$ cat config.mk
export PLATFORM = sky130hd
export DESIGN_NAME = dsio_strobe_ctrl
export DESIGN_NICKNAME = d
export VERILOG_FILES = /design/src/shared/dsio_pkg.sv /design/src/rtl/dsio_strobe_ctrl.sv
export SDC_FILE = /design/constraint.sdc
export NUM_CORES = 1
export LEC_CHECK = 0
export ABC_AREA = 1
export BUFFER_PORTS_ARGS = -buffer_cell sky130_fd_sc_hd__buf_2
export CAP_MARGIN = 25
export CORE_ASPECT_RATIO = 1.4
export CORE_MARGIN = 2
export CORE_UTILIZATION = 50
export CTS_BUF_LIST = sky130_fd_sc_hd__clkbuf_8 sky130_fd_sc_hd__clkbuf_16
export DETAILED_ROUTE_END_ITERATION = 10
export PLACE_DENSITY_LB_ADDON = 0.12
export SLEW_MARGIN = 20
export SYNTH_ARGS = -nofsm -noshare
export SYNTH_HDL_FRONTEND = slang
export SYNTH_SLANG_ARGS = --single-unit
$ cat constraint.sdc
create_clock -name clk_i -period 2.4 [get_ports clk_i]
set_input_delay 0.24 -clock clk_i [delete_from_list [all_inputs] [get_ports clk_i]]
set_output_delay 0.24 -clock clk_i [all_outputs]
set_load 0.01 [all_outputs]
$ cat src/shared/dsio_pkg.sv
package dsio_pkg;
  // Wishbone register byte offsets
  localparam logic [4:0] ADDR_CTRL = 5'h00;
  localparam logic [4:0] ADDR_WLVL = 5'h04;
  localparam logic [4:0] ADDR_ISI_A = 5'h08;
  localparam logic [4:0] ADDR_ISI_B = 5'h0c;
  localparam logic [4:0] ADDR_STATUS = 5'h10;
  // Field positions and reset values
  localparam int CTRL_X2_BIT = 0;
  localparam int WLVL_INV_BIT = 7;
  localparam int ISI_A_COUNT = 10;
  localparam logic [7:0] WLVL_RESET = 8'h00;
  localparam logic [2:0] ISI_RESET = 3'h0;
  // Group sizes and delay line depths
  localparam int NUM_DQ = 12;
  localparam int NUM_FANOUT = 11;
  localparam int RD_LINE = 128;
  localparam int WR_LINE = 256;
  localparam logic [1:0] GEAR_PHASE_A_RISE = 2'h0;

  // Preamble and polarity tracker
  typedef enum logic [1:0] {
    DSIO_IDLE = 2'b00,
    DSIO_ARM = 2'b01,
    DSIO_PRE = 2'b10
  } dsio_rd_state_t;

  // Software settings
  typedef struct packed {
    logic x2_gearing_mode;
    logic [7:0] write_level_delay;
    logic [NUM_DQ-1:0][2:0] isi_amt;
  } dsio_cfg_t;

  // Whole state of the block
  typedef struct packed {
    dsio_cfg_t cfg;
    logic ack;
    logic [31:0] rdata;
    logic [1:0] gear_cnt;
    logic gear_a;
    logic gear_b;
    logic oe_sdr;
    logic oe_x2;
    logic pad_oe;
    logic [2:0] strb_sync;
    logic [1:0] drv_sync;
    logic [RD_LINE-1:0] rd_line;
    logic [WR_LINE-1:0] wr_line;
    logic [NUM_FANOUT-1:0] shifted_read_strobe;
    logic write_strobe_clk;
    logic preamble_detect;
    dsio_rd_state_t rd_state;
    logic capture_clk_polarity;
    logic gearbox_latch_enable;
    logic [NUM_DQ-1:0] dq_prev1;
    logic [NUM_DQ-1:0] dq_prev2;
    logic [NUM_DQ-1:0][2:0] stretch_cnt;
    logic [NUM_DQ-1:0] stretch_val;
    logic [NUM_DQ-1:0] dq_out;
  } dsio_state_t;
endpackage : dsio_pkg

$ cat src/rtl/dsio_strobe_ctrl.sv
`timescale 1ns/1ps
// Notes on behaviour
// Outside x2 gearing, one flop on the core enable drives the pad enable.
// In x2 gearing a second flop, stepped by the gear phases, drives the enable.
// Pattern stretching acts only in x2 gearing mode.
// Every output of the twelve-pin group owns its own stretch setting.
// Long runs of equal bits get no extension.
// A lone one between zeros is lengthened.
// A lone zero between ones is lengthened.
// A three-bit setting chooses the stretch amount.
// The delay loop hands over a seven-bit calibration code.
// Left loop serves banks 0, 7, 6; right loop serves banks 1, 2, 3.
// Read strobe is delayed by the loop code and fanned to eleven pads.
// A polarity signal picks the edge for the synchronising registers.
// In x2 read mode a latch enable moves data to the second register set.
// Two gear clock phases drive data gearing and the strobe output register.
// Write leveling adds the low seven setting bits to the loop code.
// Top setting bit inverts the write strobe clock.
// The fabric controller chooses leveling values; this block just applies them.
// Capture polarity is chosen afresh at the start of every read.
// The memory leaves the strobe floating, then drives it low for the preamble.
// The first rising strobe edge after the preamble sets the polarity.
// Polarity and latch enable together adjust read capture timing.
// Preamble detect follows the raw strobe and reads high while it floats; here it follows the strobe after the two-flop synchroniser.
// Polarity and latch hold between reads until a new preamble edge.
module dsio_strobe_ctrl (
  // System clock and reset
  input wire logic clk_i,
  input wire logic rst_i,
  // Wishbone slave
  input wire logic wb_cyc_i,
  input wire logic wb_stb_i,
  input wire logic wb_we_i,
  input wire logic [4:0] wb_adr_i,
  input wire logic [3:0] wb_sel_i,
  input wire logic [31:0] wb_dat_i,
  output logic [31:0] wb_dat_o,
  output logic wb_ack_o,
  // Delay loop and core controls
  input wire logic [6:0] dll_delay_code_i,
  input wire logic core_output_enable_in_i,
  input wire logic read_i,
  input wire logic [dsio_pkg::NUM_DQ-1:0] dq_data_i,
  // Strobe pad
  input wire logic strobe_pad_i,
  input wire logic strobe_driven_i,
  // Pad side outputs
  output logic pad_oe_o,
  output logic [dsio_pkg::NUM_DQ-1:0] dq_data_o,
  output logic gear_clk_phase_a_o,
  output logic gear_clk_phase_b_o,
  output logic write_strobe_clk_o,
  output logic [dsio_pkg::NUM_FANOUT-1:0] shifted_read_strobe_o,
  output logic preamble_detect_o,
  output logic capture_clk_polarity_o,
  output logic gearbox_latch_enable_o
);

  dsio_pkg::dsio_state_t s_q;
  dsio_pkg::dsio_state_t s_d;
  logic strb_s;
  logic strb_rise;
  logic wr_sel;
  logic rd_sel;
  logic [7:0] wr_index;

  // Byte-lane merge for a register write
  function automatic logic [31:0] merge(input logic [31:0] old, input logic [31:0] nw,
                                        input logic [3:0] sel);
    logic [31:0] r;
    r = old;
    for (int b = 0; b < 4; b++) begin
      if (sel[b]) begin
        r[8*b +: 8] = nw[8*b +: 8];
      end
    end
    return r;
  endfunction : merge

  // Detects a lone bit, one-zero-one or zero-one-zero, across three samples
  function automatic logic lone_bit(input logic p2, input logic p1, input logic cur);
    return (p2 == cur) && (p1 != cur);
  endfunction : lone_bit

  // Only the second synchroniser stage and later feed logic
  assign strb_s = s_q.strb_sync[1];
  assign strb_rise = s_q.strb_sync[1] && !s_q.strb_sync[2];
  assign wr_sel = wb_cyc_i && wb_stb_i && wb_we_i && !s_q.ack;
  assign rd_sel = wb_cyc_i && wb_stb_i && !wb_we_i && !s_q.ack;
  // Write strobe delay is loop code plus leveling steps; 8 bits hold the sum
  assign wr_index = {1'b0, dll_delay_code_i} + {1'b0, s_q.cfg.write_level_delay[6:0]};

  // Next-state logic
  always_comb begin
    logic [31:0] isi_a;
    logic [31:0] isi_b;
    logic [31:0] w;
    s_d = s_q;
    isi_a = '0;
    isi_b = '0;
    w = '0;
    for (int i = 0; i < dsio_pkg::ISI_A_COUNT; i++) begin
      isi_a[3*i +: 3] = s_q.cfg.isi_amt[i];
    end
    for (int i = dsio_pkg::ISI_A_COUNT; i < dsio_pkg::NUM_DQ; i++) begin
      isi_b[3*(i-dsio_pkg::ISI_A_COUNT) +: 3] = s_q.cfg.isi_amt[i];
    end

    // Bus: answer one cycle after the request, drop ack the cycle after
    s_d.ack = wb_cyc_i && wb_stb_i && !s_q.ack;
    s_d.rdata = '0;
    if (rd_sel) begin
      case (wb_adr_i)
        dsio_pkg::ADDR_CTRL: s_d.rdata = {31'h0, s_q.cfg.x2_gearing_mode};
        dsio_pkg::ADDR_WLVL: s_d.rdata = {24'h0, s_q.cfg.write_level_delay};
        dsio_pkg::ADDR_ISI_A: s_d.rdata = isi_a;
        dsio_pkg::ADDR_ISI_B: s_d.rdata = isi_b;
        dsio_pkg::ADDR_STATUS: s_d.rdata = {16'h0, 1'b0, dll_delay_code_i, 2'h0,
                                            s_q.rd_state, s_q.preamble_detect,
                                            s_q.gearbox_latch_enable,
                                            s_q.capture_clk_polarity, strb_s};
        default: s_d.rdata = '0;
      endcase
    end
    // Leveling values come from the fabric controller and are applied as given
    if (wr_sel) begin
      case (wb_adr_i)
        dsio_pkg::ADDR_CTRL: begin
          w = merge({31'h0, s_q.cfg.x2_gearing_mode}, wb_dat_i, wb_sel_i);
          s_d.cfg.x2_gearing_mode = w[dsio_pkg::CTRL_X2_BIT];
        end
        dsio_pkg::ADDR_WLVL: begin
          w = merge({24'h0, s_q.cfg.write_level_delay}, wb_dat_i, wb_sel_i);
          s_d.cfg.write_level_delay = w[7:0];
        end
        dsio_pkg::ADDR_ISI_A: begin
          w = merge(isi_a, wb_dat_i, wb_sel_i);
          for (int i = 0; i < dsio_pkg::ISI_A_COUNT; i++) begin
            s_d.cfg.isi_amt[i] = w[3*i +: 3];
          end
        end
        dsio_pkg::ADDR_ISI_B: begin
          w = merge(isi_b, wb_dat_i, wb_sel_i);
          for (int i = dsio_pkg::ISI_A_COUNT; i < dsio_pkg::NUM_DQ; i++) begin
            s_d.cfg.isi_amt[i] = w[3*(i-dsio_pkg::ISI_A_COUNT) +: 3];
          end
        end
        default: ;
      endcase
    end

    // Gear phases a quarter cycle of the gear period apart
    s_d.gear_cnt = s_q.gear_cnt + 2'h1;
    s_d.gear_a = s_d.gear_cnt[1];
    s_d.gear_b = s_d.gear_cnt[1] ^ s_d.gear_cnt[0];

    // Tristate path: first flop always, second stepped on phase b rise, as the gear count leaves 0
    s_d.oe_sdr = core_output_enable_in_i;
    if (s_q.gear_cnt == dsio_pkg::GEAR_PHASE_A_RISE) begin
      s_d.oe_x2 = s_q.oe_sdr;
    end
    s_d.pad_oe = s_q.cfg.x2_gearing_mode ? s_d.oe_x2 : s_d.oe_sdr;

    // Pad inputs pass two flops before use
    s_d.strb_sync = {s_q.strb_sync[1:0], strobe_pad_i};
    s_d.drv_sync = {s_q.drv_sync[0], strobe_driven_i};
    s_d.preamble_detect = !s_q.drv_sync[1] || strb_s;

    // Read strobe delayed by the loop code, fanned out to the pads
    s_d.rd_line = {s_q.rd_line[dsio_pkg::RD_LINE-2:0], strb_s};
    // One group here, so the code comes from whichever side loop serves its bank
    s_d.shifted_read_strobe = {dsio_pkg::NUM_FANOUT{s_q.rd_line[dll_delay_code_i]}};

    // Write strobe: gear phase a delayed, optionally inverted
    s_d.wr_line = {s_q.wr_line[dsio_pkg::WR_LINE-2:0], s_q.gear_a};
    s_d.write_strobe_clk = s_q.wr_line[wr_index] ^
                           s_q.cfg.write_level_delay[dsio_pkg::WLVL_INV_BIT];

    // Polarity tracker: re-armed by every read, updated only on a new edge
    case (s_q.rd_state)
      dsio_pkg::DSIO_IDLE: begin
        if (read_i) begin
          s_d.rd_state = dsio_pkg::DSIO_ARM;
        end
      end
      dsio_pkg::DSIO_ARM: begin
        if (s_q.drv_sync[1] && !strb_s) begin
          s_d.rd_state = dsio_pkg::DSIO_PRE;
        end
      end
      dsio_pkg::DSIO_PRE: begin
        if (strb_rise) begin
          s_d.rd_state = dsio_pkg::DSIO_IDLE;
          s_d.capture_clk_polarity = s_q.gear_cnt[1];
          s_d.gearbox_latch_enable = s_q.cfg.x2_gearing_mode && s_q.gear_cnt[0];
        end
      end
      default: s_d.rd_state = dsio_pkg::DSIO_IDLE;
    endcase

    // Pattern stretching per output, only in x2 gearing
    s_d.dq_prev1 = dq_data_i;
    s_d.dq_prev2 = s_q.dq_prev1;
    for (int i = 0; i < dsio_pkg::NUM_DQ; i++) begin
      if (s_q.stretch_cnt[i] != 3'h0) begin
        s_d.stretch_cnt[i] = s_q.stretch_cnt[i] - 3'h1;
        s_d.dq_out[i] = s_q.stretch_val[i];
      end else if (s_q.cfg.x2_gearing_mode && s_q.cfg.isi_amt[i] != 3'h0 &&
                   lone_bit(s_q.dq_prev2[i], s_q.dq_prev1[i], dq_data_i[i])) begin
        s_d.stretch_cnt[i] = s_q.cfg.isi_amt[i] - 3'h1;
        s_d.stretch_val[i] = s_q.dq_prev1[i];
        s_d.dq_out[i] = s_q.dq_prev1[i];
      end else begin
        s_d.dq_out[i] = dq_data_i[i];
      end
    end
  end

  // State register
  always_ff @(posedge clk_i) begin
    if (rst_i) begin
      s_q <= '0;
      s_q.cfg.write_level_delay <= dsio_pkg::WLVL_RESET;
      s_q.rd_state <= dsio_pkg::DSIO_IDLE;
      s_q.preamble_detect <= 1'b1;
    end else begin
      s_q <= s_d;
    end
  end

  // Every output straight from a flop
  assign wb_dat_o = s_q.rdata;
  assign wb_ack_o = s_q.ack;
  assign pad_oe_o = s_q.pad_oe;
  assign dq_data_o = s_q.dq_out;
  assign gear_clk_phase_a_o = s_q.gear_a;
  assign gear_clk_phase_b_o = s_q.gear_b;
  assign write_strobe_clk_o = s_q.write_strobe_clk;
  assign shifted_read_strobe_o = s_q.shifted_read_strobe;
  assign preamble_detect_o = s_q.preamble_detect;
  assign capture_clk_polarity_o = s_q.capture_clk_polarity;
  assign gearbox_latch_enable_o = s_q.gearbox_latch_enable;
endmodule : dsio_strobe_ctrl

==> run summary <==
Vias after detailed routing = 18202
Antenna violations before repair = 0
Cell area power density = 835 mW/mm^2
Critical path arrival = 2960 ps
N_diodes = 0
Max Transition Viols Final = 0
Row Count = 91
Achievable Freq = 0.404 GHz
Period utilization = 103%
Detail Route Antenna Nets = 0
Clock share of power = 41.3%
NetSw = 5500 uW
Clock Skew = 20.8 ps
WL/cell = 13.8 um
VDD IR-drop max = 596 uV
Clock Latency Late Sink = 580 ps
Setup crit start kind = register
CTS tree = done
Final std cells w/o fill = 3706
Clk slew on worst S/H paths = 60 ps
Slowest CP cell = fa_2
Syn avg cell area = 7.37 um^2
Sw Ratio = 25.6%
Top-count cell post-synth = inv_1
Final min period = 2480 ps
Max_cap viols = 0
DP Wirelength = 33400 um
Cell mode on critical path = nand3_2
Largest area contributor in the netlist = dfxtp_1
LEAKAGE = 0.0109 uW
Die area = 0.0459 mm^2
Post-synthesis cell type count = 41
Gpl congestion = 0.846
Post-synth top area share = 50.9%
Core area = 0.0438 mm^2
Status = finished with violations
Most instantiated cells after synthesis = 565 x inv_1, 561 x dfxtp_1, 513 x nor2_1
Post-Syn Instances = 2996
Hold Vio Cnt, Final = 0
Bufs on Longest Clock Path = 3
Top_reg_cell synth = dfxtp_1
Total GRT Usage = 22.3%
Vias per cell = 4.91
Num CTS Buffers = 54
DRT iter0 DRCs = 1051
Warnings, synthesis = 0
Pre-antenna DRT Iters = 5
First-pass GRT wire length = 84600 um
GR Overflow Total = 0
Critical Path Sink Type = register
Pint = 16000 uW
I/O pin cnt = 132
Crit Path Category = reg2reg
Synthesized flop and latch total = 561
Die width = 182 um
Critical Path, Cell by Cell = ha_4 -> inv_2 -> fa_2 -> buf_6 -> buf_8 -> buf_12 -> buf_8 -> nand3_2 -> nand2_1 -> nand2_1 -> nand3_2 -> nand3_2 -> nand3_2 -> nand3_2 -> nand3_4 -> a21oi_2 -> nor2_1
Sequential share of power = 45.7%
Mapped Area = 0.0221 mm^2
Most area-consuming cells after synthesis = dfxtp_1 51%, inv_1 9.6%, nor2_1 8.7%, nand2_1 7.4%, nand3_1 5.0%
Sink Count = 561
Die Span Y = 253 um
Comb pwr share = 13.1%
Cells after DPL = 3549
Max Fanout on Critical Path = 8
Post-synth EDFFs = 0
Relative max-transition margin = 48.5%
Async SR Flop Fraction = 0%
Slew @ Worst Pin = 772 ps
Detailed Route WL = 51200 um
P&R area growth vs syn = 16.8%
Vias in the first global route = 17609
Max incr delay on CP = 450 ps
CP required = 2880 ps
Layout cells sized above 1 = 10.8%
Largest net degree at the start of global routing = 149
H-Tree Depth = 2
Initial Util = 50.4%
RSZ-0062 raised after global routing = true
DRC Markers = 0
Fin Setup TNS = -76.6 ps
Sequential share of the synthesized area = 50.9%
Worst min-delay path class = in2reg
Final setup margin = -76.6 ps
NumNets Final = 3196
IO Port Bufs = 127
Clock Root Buffer = clkbuf_16
Failing checks = setup timing
Endpoints failing setup = 1
-- through the flow --
step / power (uW) / cell area (um^2) / hold slack (ps) / worst slack, ps / util (%)
after floorplan: 12000 / 22100 / 347 / 41.1 / -
after CTS: 21700 / 25700 / 2.98 / -122 / 58.6
after global placement: 12600 / 23100 / 395 / -203 / 52.6
final: 21500 / 25800 / 32.4 / -76.6 / 58.8
after detailed placement: 12700 / 23100 / 400 / -180 / 52.6
after global routing: 22500 / 25800 / 23.2 / -237 / 58.8
-- flip-flops by register name (all words and copies together), names as in the netlist --
register and flops:
wb_dat_o 30, s_d 397, write_strobe_clk_o 1, pad_oe_o 1, gearbox_latch_enable_o 1, capture_clk_polarity_o 1, gear_clk_phase_b_o 1, shifted_read_strobe_o 1
preamble_detect_o 1, s_q 114, wb_ack_o 1, dq_data_o 12
-- routing by layer --
layer	track usage (%)	vias up	part of all wire, %
li1	-	9314	-
met1	26.3	8486	43
met2	40.6	317	50
met3	3.65	85	4.3
met4	8.18	0	2.8
met5	0	-	0
-- placed cells by master, fill, tap and decap left out, types with 45 or more instances in the layout --
master         instances
buf_4                 45
nor2_1               513
nand2_1              437
nand3_1              196
buf_2                125
inv_1                571
clkbuf_16             55
a21oi_1              185
dlygate4sd3_1         47
dfxtp_1              560
o21ai_0              144
-- final cells by class --
type                       instances  area, um^2
multi-input combinational       1669        7770
tap                              558         698
inverter                         572        2160
fill                            4029       18100
sequential                       561       11200
clock buffer                      64        1500
timing repair buffer             248        2040
clock inverter                    34         382
-- worst max-delay path: cells and delay by family, from the launching register on --
family / cells / cell delay (ps)
adders and majority gates: 2 / 610
AOI/OAI and AO/OA: 1 / 160
buffers and inverters: 5 / 610
DFF: 1 / 330
and+or+nand+nor: 9 / 680
-- path summary, 6_finish.rpt --
kind,startpoint,end,slack (ps),cells past startpoint
max,s_q[566],write_strobe_clk_o,-80,17
min,dll_delay_code_i[6],wb_dat_o[14],30,3
max reg2reg,s_q[566],write_strobe_clk_o,-80,17
min reg2reg,s_d[317],s_d[318],410,2
-- power groups by stage --
stage,combinational [uW],clock [uW],sequential [uW]
5_1_grt,3210,9460,9870
2_1_floorplan,2050,0,10000
4_1_cts,2810,9080,9830
3_3_place_gp,2560,0,10000
6_report,2810,8880,9830
3_5_place_dp,2680,0,10000
-- repair_timing --
item / in CTS / in global routing
cloned: 3 / 0
buffers inserted: 8 / 1
setup endpoints to repair: 1 / 1
gates resized for setup: 42 / 17
pin swaps: 20 / 15
hold buffers: 47 / 0
hold endpoints to repair: 57 / 0
-- kinds of logic after synthesis --
kind of cell	count (synthesis)	share of synthesized area, %
mux	1	0.0453
flops	561	50.9
simple gates	1220	22.6
xor+xnor	13	0.516
compound gates	412	9.98
fa+ha+maj	21	1.22
buf+inv	767	14.7
other cells	1	0.0170
Power figures use the tool's default switching activity.
